File: config.mk
export PLATFORM = sky130hd
export DESIGN_NAME = secc_access
export DESIGN_NICKNAME = d
export VERILOG_FILES = /design/src/hw/secc_pkg.sv /design/src/hw/secc_access.sv /design/src/hw/secc_codec.sv
export VERILOG_INCLUDE_DIRS = /design/src /design/src/hw
export SDC_FILE = /design/constraint.sdc
export NUM_CORES = 1
export LEC_CHECK = 0
export ABC_AREA = 1
export BUFFER_PORTS_ARGS = -buffer_cell sky130_fd_sc_hd__buf_2
export CORE_MARGIN = 2
export CORE_UTILIZATION = 35
export CTS_CLUSTER_SIZE = 20
export DETAILED_ROUTE_END_ITERATION = 6
export PLACE_DENSITY = 0.54
export SLEW_MARGIN = 20
export SYNTH_ARGS = -nofsm -noshare
export SYNTH_HDL_FRONTEND = slang
export SYNTH_SLANG_ARGS = --single-unit
File: constraint.sdc
create_clock -name core_clk -period 4.4 [get_ports core_clk]
set_input_delay 0.66 -clock core_clk [delete_from_list [all_inputs] [get_ports core_clk]]
set_output_delay 0.66 -clock core_clk [all_outputs]
set_load 0.005 [all_outputs]
File: src/hw/secc_params.svh
// Purpose: constants for the sram ecc access logic
// Assumes: 16-bit data words, 6 check bits each, two words per entry
// Notes: definitions only
`ifndef SECC_PARAMS_SVH
`define SECC_PARAMS_SVH
`define SECC_HALF_W 16
`define SECC_CHK_W 6
`define SECC_WORD_W 32
`define SECC_BE_W 4
`define SECC_ADDR_W_DEF 12
`define SECC_RD_LAT 1
`endif

File: src/hw/secc_pkg.sv
// Purpose: types shared by the sram ecc access logic
// Assumes: secc_params.svh constants
// Notes: none
`include "secc_params.svh"
package secc_pkg;
	typedef logic [`SECC_HALF_W-1:0] secc_half_t;
	typedef logic [`SECC_CHK_W-1:0] secc_chk_t;
	typedef struct packed {
		secc_chk_t chk;
		secc_half_t data;
	} secc_cw_s;
	typedef struct packed {
		secc_cw_s hi;
		secc_cw_s lo;
	} secc_entry_s;
	typedef struct packed {
		logic write;
		logic [`SECC_BE_W-1:0] be;
		logic [`SECC_WORD_W-1:0] wdata;
	} secc_req_s;
	typedef struct packed {
		logic [`SECC_WORD_W-1:0] rdata;
		logic invalid;
		logic dbl_err;
	} secc_rsp_s;
	typedef enum logic [2:0] {
		SECC_IDLE,
		SECC_RD,
		SECC_FIX,
		SECC_WB,
		SECC_GAP
	} secc_state_e;
endpackage

File: src/hw/secc_access.sv
// Purpose: ecc access path between bus initiators and the sram array
// Assumes: array read data arrives one cycle after mem_re
// Notes: one request in flight; req_ready stalls the initiator
`timescale 1ns/1ns
`include "secc_params.svh"
module secc_access
	import secc_pkg::*;
#(
	parameter int ADDR_W = `SECC_ADDR_W_DEF
)
(
	// clock and reset
	input wire logic core_clk,
	input wire logic srst,
	// initiator request
	input wire logic req_valid,
	output logic req_ready,
	input wire logic [ADDR_W-1:0] req_addr,
	input wire secc_req_s req,
	// initiator answer
	output logic rsp_valid,
	output secc_rsp_s rsp,
	// sram array
	output logic mem_re,
	output logic mem_we,
	output logic [1:0] mem_half_we,
	output logic [ADDR_W-1:0] mem_addr,
	output secc_entry_s mem_wdata,
	input wire secc_entry_s mem_rdata,
	// error flag and interrupt
	input wire logic sbe_irq_en,
	input wire logic sbe_flag_clr,
	output logic single_bit_error_flag,
	output logic sbe_irq
);
	// refuse address widths that the entry index cannot serve
	generate
		if (ADDR_W < 1 || ADDR_W > 30)
		begin : g_bad_addr_w
			$error("secc_access: ADDR_W out of range");
		end
	endgenerate

	secc_state_e state_q, state_d;
	logic [ADDR_W-1:0] addr_q;
	secc_req_s req_q;
	secc_entry_s wb_q;
	logic flag_q;
	logic rsp_valid_q;
	secc_rsp_s rsp_q;

	////////////////////////////////////////////////////////////////////
	// request classification
	// an aligned whole word or aligned half needs no read of the old entry
	function automatic logic is_direct(input logic [`SECC_BE_W-1:0] be);
		return be == 4'hF || be == 4'h3 || be == 4'hC;
	endfunction

	wire full_wr = is_direct(req.be);
	wire take = req_valid && req_ready;
	wire direct_wr = take && req.write && full_wr;
	assign req_ready = state_q == SECC_IDLE;

	////////////////////////////////////////////////////////////////////
	// codecs: encode the write image, check the stored entry per half
	secc_cw_s chk_in [2];
	secc_half_t cor [2];
	logic [1:0] sbe, dbe;
	secc_half_t wr_half [2];
	secc_chk_t wr_chk [2];
	secc_half_t new_half [2];
	logic [1:0] be_half [2];

	genvar h;
	generate
		for (h = 0; h < 2; h++)
		begin : g_half
			assign chk_in[h] = h == 0 ? mem_rdata.lo : mem_rdata.hi;
			assign new_half[h] = state_q == SECC_IDLE ?
				req.wdata[16*h +: 16] : req_q.wdata[16*h +: 16];
			// a read merges no bytes, so its write-back is the corrected word
			assign be_half[h] = req_q.write ? req_q.be[2*h +: 2] : 2'b00;
			// merge new bytes into the corrected old half
			assign wr_half[h] = state_q == SECC_IDLE ? new_half[h] :
				{be_half[h][1] ? new_half[h][15:8] : cor[h][15:8],
				 be_half[h][0] ? new_half[h][7:0] : cor[h][7:0]};
			secc_codec u_codec (
				.enc_data(wr_half[h]),
				.enc_chk(wr_chk[h]),
				.dec_cw(chk_in[h]),
				.dec_data(cor[h]),
				.dec_sbe(sbe[h]),
				.dec_dbe(dbe[h])
			);
		end
	endgenerate

	wire any_dbe = |dbe;
	wire any_sbe = |sbe;
	wire in_rd = state_q == SECC_RD;
	// one clean half does not excuse the other: a double error wins
	wire rd_sbe = in_rd && any_sbe && !any_dbe;
	wire rd_dbe = in_rd && any_dbe;
	wire secc_entry_s merged = '{hi: '{chk: wr_chk[1], data: wr_half[1]},
		lo: '{chk: wr_chk[0], data: wr_half[0]}};

	////////////////////////////////////////////////////////////////////
	// sequencing
	always_comb
	begin
		state_d = state_q;
		unique case (state_q)
			SECC_IDLE:
				if (take && !direct_wr)
					state_d = SECC_RD;
			SECC_RD:
				if (any_dbe)
					state_d = SECC_IDLE;
				else if (req_q.write)
					state_d = SECC_WB;
				else if (any_sbe)
					state_d = SECC_FIX;
				else
					state_d = SECC_IDLE;
			// the corrective write-back and the gap after it cost the next request two extra cycles
			SECC_FIX:
				state_d = SECC_GAP;
			SECC_WB:
				state_d = SECC_IDLE;
			SECC_GAP:
				state_d = SECC_IDLE;
		endcase
	end

	// an aligned half write touches one half only; the array's per-half
	// enable keeps the other half, so no read of the old entry is needed
	assign mem_half_we = state_q == SECC_IDLE ?
		{|req.be[3:2], |req.be[1:0]} : 2'b11;

	assign mem_re = take && !direct_wr;
	assign mem_we = direct_wr || state_q == SECC_WB || state_q == SECC_FIX;
	assign mem_addr = state_q == SECC_IDLE ? req_addr : addr_q;
	// the sequencer writes back the image captured in the check cycle
	assign mem_wdata = state_q == SECC_IDLE ? merged : wb_q;

	////////////////////////////////////////////////////////////////////
	// registers
	// the request is kept for the whole sequence: one in flight at a time
	always_ff @(posedge core_clk)
	begin
		if (srst)
		begin
			state_q <= SECC_IDLE;
			addr_q <= '0;
			req_q <= '0;
		end
		else
		begin
			state_q <= state_d;
			if (take)
			begin
				addr_q <= req_addr;
				req_q <= req;
			end
		end
	end

	// the write-back image is taken while the stored word is checked
	always_ff @(posedge core_clk)
	begin
		if (srst)
			wb_q <= '0;
		else if (in_rd)
			wb_q <= merged;
	end

	// set wins over a same-cycle clear, so no error is ever lost
	always_ff @(posedge core_clk)
	begin
		if (srst)
			flag_q <= 1'b0;
		else if (rd_sbe)
			flag_q <= 1'b1;
		else if (sbe_flag_clr)
			flag_q <= 1'b0;
	end

	// answers come from flops so the initiator sees settled data
	always_ff @(posedge core_clk)
	begin
		if (srst)
		begin
			rsp_valid_q <= 1'b0;
			rsp_q <= '0;
		end
		else
		begin
			rsp_valid_q <= direct_wr || in_rd;
			rsp_q.rdata <= {cor[1], cor[0]};
			rsp_q.invalid <= rd_dbe && !req_q.write;
			rsp_q.dbl_err <= rd_dbe;
		end
	end

	// read answers carry corrected data; read-modify-write answers carry the checked
	// old word in rdata, direct write answers whatever the array port shows; the initiator ignores both
	assign rsp_valid = rsp_valid_q;
	assign rsp = rsp_q;
	assign single_bit_error_flag = flag_q;
	assign sbe_irq = flag_q && sbe_irq_en;
endmodule // secc_access

File: src/hw/secc_codec.sv
// Purpose: secded encoder and checker for one 16-bit half
// Assumes: hamming (21,16) plus overall parity in chk[5]
// Notes: purely combinational
`timescale 1ns/1ns
module secc_codec
	import secc_pkg::*;
(
	// encode side
	input wire secc_half_t enc_data,
	output secc_chk_t enc_chk,
	// check side
	input wire secc_cw_s dec_cw,
	output secc_half_t dec_data,
	output logic dec_sbe,
	output logic dec_dbe
);
	// position of each data bit in the 21-bit hamming word
	function automatic logic [4:0] dpos(input int i);
		int p;
		int k;
		p = 0;
		k = -1;
		for (int j = 1; j < 22; j++)
		begin
			if ((j & (j - 1)) != 0)
			begin
				k = k + 1;
				if (k == i)
					p = j;
			end
		end
		return 5'(p);
	endfunction

	function automatic secc_chk_t encode(input secc_half_t d);
		logic [4:0] s;
		s = 5'h00;
		for (int i = 0; i < 16; i++)
			if (d[i])
				s = s ^ dpos(i);
		return {^{d, s}, s};
	endfunction

	assign enc_chk = encode(enc_data);

	////////////////////////////////////////////////////////////////////
	wire secc_chk_t recalc = encode(dec_cw.data);
	wire [4:0] syn = recalc[4:0] ^ dec_cw.chk[4:0];
	wire par_bad = ^{dec_cw.data, dec_cw.chk};
	assign dec_sbe = par_bad;
	assign dec_dbe = !par_bad && (syn != 5'h00);

	genvar g;
	generate
		for (g = 0; g < 16; g++)
		begin : g_fix
			assign dec_data[g] = dec_cw.data[g] ^ (par_bad && syn == dpos(g));
		end
	endgenerate
endmodule // secc_codec

* After elaboration in Yosys (flattened, before gate mapping)
Cells that the tools add are included.
** Word-level totals
- Output and inout port bits :: 98
- Input port bits :: 98
- Word-level logic and storage cells :: 4198
- Register bits :: 132
** Operators by class
- Bitwise gates (word level) :: 94
- Mux-type cells :: 2064
- Add/sub/neg operators :: 960
- Reduce and logical (&&, ||, !) cells :: 126
- Equal/unequal tests :: 940
** Operators by type and width (count)
- $add 32x2->32 const B :: 960
- $mux 32 :: 960
- $eq 32x5->1 const B :: 480
- $eq 32x4->1 const B :: 240
- $eq 32x3->1 const B :: 120
- $mux 5 :: 444
- $eq 32x2->1 const B :: 60
- $logic_not 32->1 :: 60
- $mux 4 :: 448
- $mux 3 :: 193
- $xor 5x5->5 :: 62
- $eq 5x4->1 const B :: 14
- $mux 16 :: 4
- $eq 5x5->1 const B :: 10
- $mux 44 :: 1
- $reduce_xor 22->1 :: 2
- $logic_and 1x1->1 :: 43
- $reduce_xor 21->1 :: 2
- $mux 8 :: 4
- $xor 1x1->1 :: 32
- $eq 5x3->1 const B :: 6
- $mux 12 :: 1
- $mux 2 :: 6
- $pmux 3 s4 :: 1
- 14 further kinds :: 31

* Logic depth before layout (Yosys ltp)
- Depth in word-level cells :: 134
- Depth in mapped cells :: 35
- Gate-level depth less buffers :: 34

* Hierarchy
Synthesis repeated with hierarchy kept, for this count alone.
** Unflattened totals
- Cells, all modules :: 1751
- Area total of the unflattened synthesis :: 10102.2 um^2
** By module, submodules not included
- secc_access :: cells each 832, times used 1, sequential area each 2642.5 um^2, area each 5821.8 um^2
- secc_codec (g_half[1].u_codec) :: cells each 479, times used 1, sequential area each 0.0 um^2, area each 2204.6 um^2
- secc_codec (g_half[0].u_codec) :: cells each 440, times used 1, sequential area each 0.0 um^2, area each 2075.7 um^2

* Least setup slack after synthesis
No wires, ideal clock.
- Kind :: input port to output port
- Start :: in mem_rdata[35] (netlist bit)
- End :: out mem_wdata[43] (netlist bit)
- Data required time :: 3740 ps
- Setup slack :: 723 ps
- Path buffers :: 2
- Stages on the path :: 31
- Data arrival time :: 3017 ps
- Cells stage by stage :: buf_4 -> inv_2 -> nand2_1 -> nand2_1 -> nand2_1 -> nand3_1 -> nand2_1 -> nand2_1 -> nand2_2 -> nand2_4 -> inv_2 -> nor2_8 -> buf_6 -> nand3_2 -> nand2_2 -> nand3_2 -> a21oi_2 -> nand2_1 -> nand2_2 -> nand2_1 -> nand2_2 -> nor2_1 -> nor2_2 -> nand2_1 -> inv_2 -> nor2_1 -> nand2_1 -> nand2_1 -> nand2_1 -> nand2_2 -> o21ai_2
** RTL lines
- start: declaration :: line secc_access.sv:29 : input wire secc_entry_s mem_rdata,
- end: declaration :: line secc_access.sv:28 : output secc_entry_s mem_wdata,

==> flow_summary.json <==
{
  "outcome": "completed",
  "drc_errors": 0,
  "core_area_mm2": 0.0286,
  "worst_slew_margin_rel_pct": 40.0,
  "hold_start": "addr_q[3]$_SDFFE_PP0P_",
  "cts_buffers": 17,
  "worstPathRequired_ps": 3740,
  "setup_viol": 0,
  "ant_nets": 0,
  "fin_crit_sh_pct": 98.4,
  "post_route_cells_drive_above_1_share_pct": 33.0,
  "cts-root-buf": "clkbuf_16",
  "fillCellCount": 3043,
  "synth_common_cells": "nand2_1 (669), inv_1 (169), o21ai_0 (140)",
  "grt_pass1_vias": 10580,
  "place.gp.congestion": 0.912,
  "totalWireLength_um": 37200,
  "worst_pin_slew_ps": 899,
  "io_pins": 196,
  "syn2layout_area_growth_pct": 34.2,
  "syn_nets": 1843,
  "r2r_slack_ps": 1300,
  "critPathKind": "input port to primary output",
  "hpwl_um": 27100,
  "ff2ff_path_depth": 12,
  "skew_ps": 12.7,
  "synth_cell_types": 41,
  "peakVddDrop_uv": 292,
  "drtIter0Drc": 740,
  "port_buffers": 195,
  "ys_seq_elements": 132,
  "initial_utilization_pct": 35.4,
  "cts_tree": "yes",
  "grt_pass1_wl_um": 56300,
  "cts.hold.buffers_added": 0,
  "max_freq_mhz": 231,
  "period_needed_ps": 4330,
  "ys_seq_area_share_pct": 26.1,
  "cp_data_arrival_time_ps": 3670,
  "crit_path_start_kind": "input port",
  "synth_top_area_share_pct": 26.1,
  "grt_max_degree": 67,
  "avgViaCountPerCell": 5.01,
  "whs_endpoint": "addr_q[3]$_SDFFE_PP0P_",
  "fp.dieW_um": 174,
  "grt_overflow": 0,
  "critical-path-top-delay-family": "simple AND/OR/NAND/NOR gates",
  "firstDrtPassIters": 5,
  "powerDensity_mw_per_mm2": 555,
  "async_flop_share_pct": 0,
  "cp_slowest_cell": "a21oi_4",
  "syn_area_per_cell_um2": 5.81,
  "critPathBufInv": 5,
  "drv_slew": 0,
  "fin_util_pct": 47.5,
  "clock_latency_ps": 440,
  "max_stage_delay_ps": 200,
  "antenna_found_initial": 1,
  "layout.nets": 2071,
  "clk_pin_slew_worst_paths_ps": 60,
  "cts.path.max_buffers": 2,
  "r2r-start": "req_q[36]$_SDFFE_PP0P_",
  "r2r-end": "wb_q[18]$_SDFFE_PP0N_",
  "post-synth-top-count-cell": "nand2_1",
  "diodes": 0,
  "htreeDepth": 4,
  "min_path_type": "register to register",
  "maxCapViolations": 0,
  "synth_edf_count": 0,
  "p_leak_uw": 0.00703,
  "fp-row-count": 62,
  "p_total_uw": 7550,
  "wl_per_cell_um": 15.7,
  "dieArea_mm2": 0.0304,
  "whs_path_depth": 2,
  "synth.area.top_cells": "dfxtp_1 (26%), nand2_1 (25%), o21ai_0 (6.9%)",
  "grt.total_usage_pct": 23.3,
  "grt_setup_unrepaired": "yes",
  "ys_warn_count": 0,
  "vias": 11873,
  "finalHoldViolations": 0,
  "netlist_area_mm2": 0.0101,
  "end_kind": "primary output",
  "synthCells": 1745,
  "die_y_um": 174,
  "ys.flop_type": "dfxtp_1",
  "cts_sinks": 132,
  "synth_area_leader_cell": "dfxtp_1",
  "cp_max_fo": 5
}
metrics by stage:
step / setup slack, ps / hold slack [ps] / std cells / setup TNS (ps) / instance area, µm²
finish: 68.5 / 445 / 2370 / 0 / 13600
global route: -210 / 469 / 2370 / -556 / 13600
CTS: 0.242 / 452 / 2335 / 0 / 12300
detailed placement: -105 / 440 / 2300 / -155 / 11600
global placement: -100 / 434 / 2300 / -107 / 11600
floorplan: 723 / 425 / 1745 / 0 / 10100
metal layers:
layer / track usage (%) / vias to the layer above / share of wire [%]
met3: 2.93 / 51 / 5.5
met4: 6.34 / 2 / 2.0
met1: 31.0 / 5468 / 44
li1: - / 5984 / -
met2: 39.7 / 368 / 48
met5: 0 / - / 0.019
cell usage in the layout, fill, tap and decap left out, types with 9 or more instances in the layout:
cell	netlist	routed
nand2_2	45	152
inv_2	39	39
nand4_1	23	23
dfxtp_1	132	132
xnor2_1	25	23
inv_4	0	10
inv_1	169	159
nor2_2	11	20
nand3_1	139	104
xor2_1	29	23
nand2_4	6	30
nand2_1	669	538
nand3_4	0	9
o21ai_0	140	140
buf_2	11	172
nor2_4	1	10
nor2_1	57	39
clkbuf_16	0	17
a21oi_1	122	120
buf_4	7	90
nand3_2	9	35
clkbuf_4	0	12
cells by family after synthesis:
logic type      after synthesis  share of synthesized area (%)
simple gates                974                           41.2
flops                       132                           26.1
buf+inv                     285                           11.4
compound gates              292                           15.2
xor+xnor                     62                           6.18
how the worst max path moves through the flow:
| stage | from | end | slack [ps] | cells after the start |
|---|---|---|---|---|
| floorplan | mem_rdata[35] | mem_wdata[43] | 720 | 31 |
| global placement | mem_rdata[32] | mem_wdata[43] | -100 | 33 |
| detailed placement | mem_rdata[32] | mem_wdata[43] | -110 | 35 |
| CTS | mem_rdata[0] | mem_wdata[21] | 0.2 | 30 |
| global route | mem_rdata[10] | mem_wdata[21] | -210 | 29 |
| finish | mem_rdata[3] | mem_wdata[21] | 70 | 29 |
worst reg2reg max path, cell delays in order, from the launching register on:
cell and delay, ps:
dfxtp_1 540, nand2_1 480, nand2_1 310, inv_1 170
nand3_1 200, nand2_4 130, xnor2_4 190, buf_4 160
xor2_2 160, xor2_1 170, xnor2_1 240, buf_4 150
a21oi_1 50
report_power, final:
part           internal (µW)  switching, µW  total, µW
clock network            803            627       1430
registers               1380           67.9       1440
logic                   1770           2900       4680
total                   3950           3600       7550
flip-flops by register name (all words and copies together) (netlist names):
name and count:
wb_q 44, addr_q 12, rsp 34, single_bit_error_flag 1
rsp_valid 1, state_q 3, req_q 37
timing repair:
item / CTS / global route
pin swaps: 2 / 72
setup buffers: 2 / 32
resized for setup: 10 / 301
hold endpoints to repair: 0 / 0
cloned: 1 / 3
endpoints found under the setup margin: 2 / 10
cell type report:
| class | count | area, µm² | area share, % |
|---|---|---|---|
| clock buffers | 20 | 447 | 3.28 |
| well taps | 384 | 480 | 3.53 |
| repair buffers | 281 | 1720 | 12.7 |
| multi-input cells | 1331 | 7380 | 54.2 |
| inverters | 210 | 813 | 5.98 |
| flip-flops and latches | 132 | 2640 | 19.4 |
| clock inverters | 12 | 121 | 0.892 |
(Power assumes the default switching activity.)
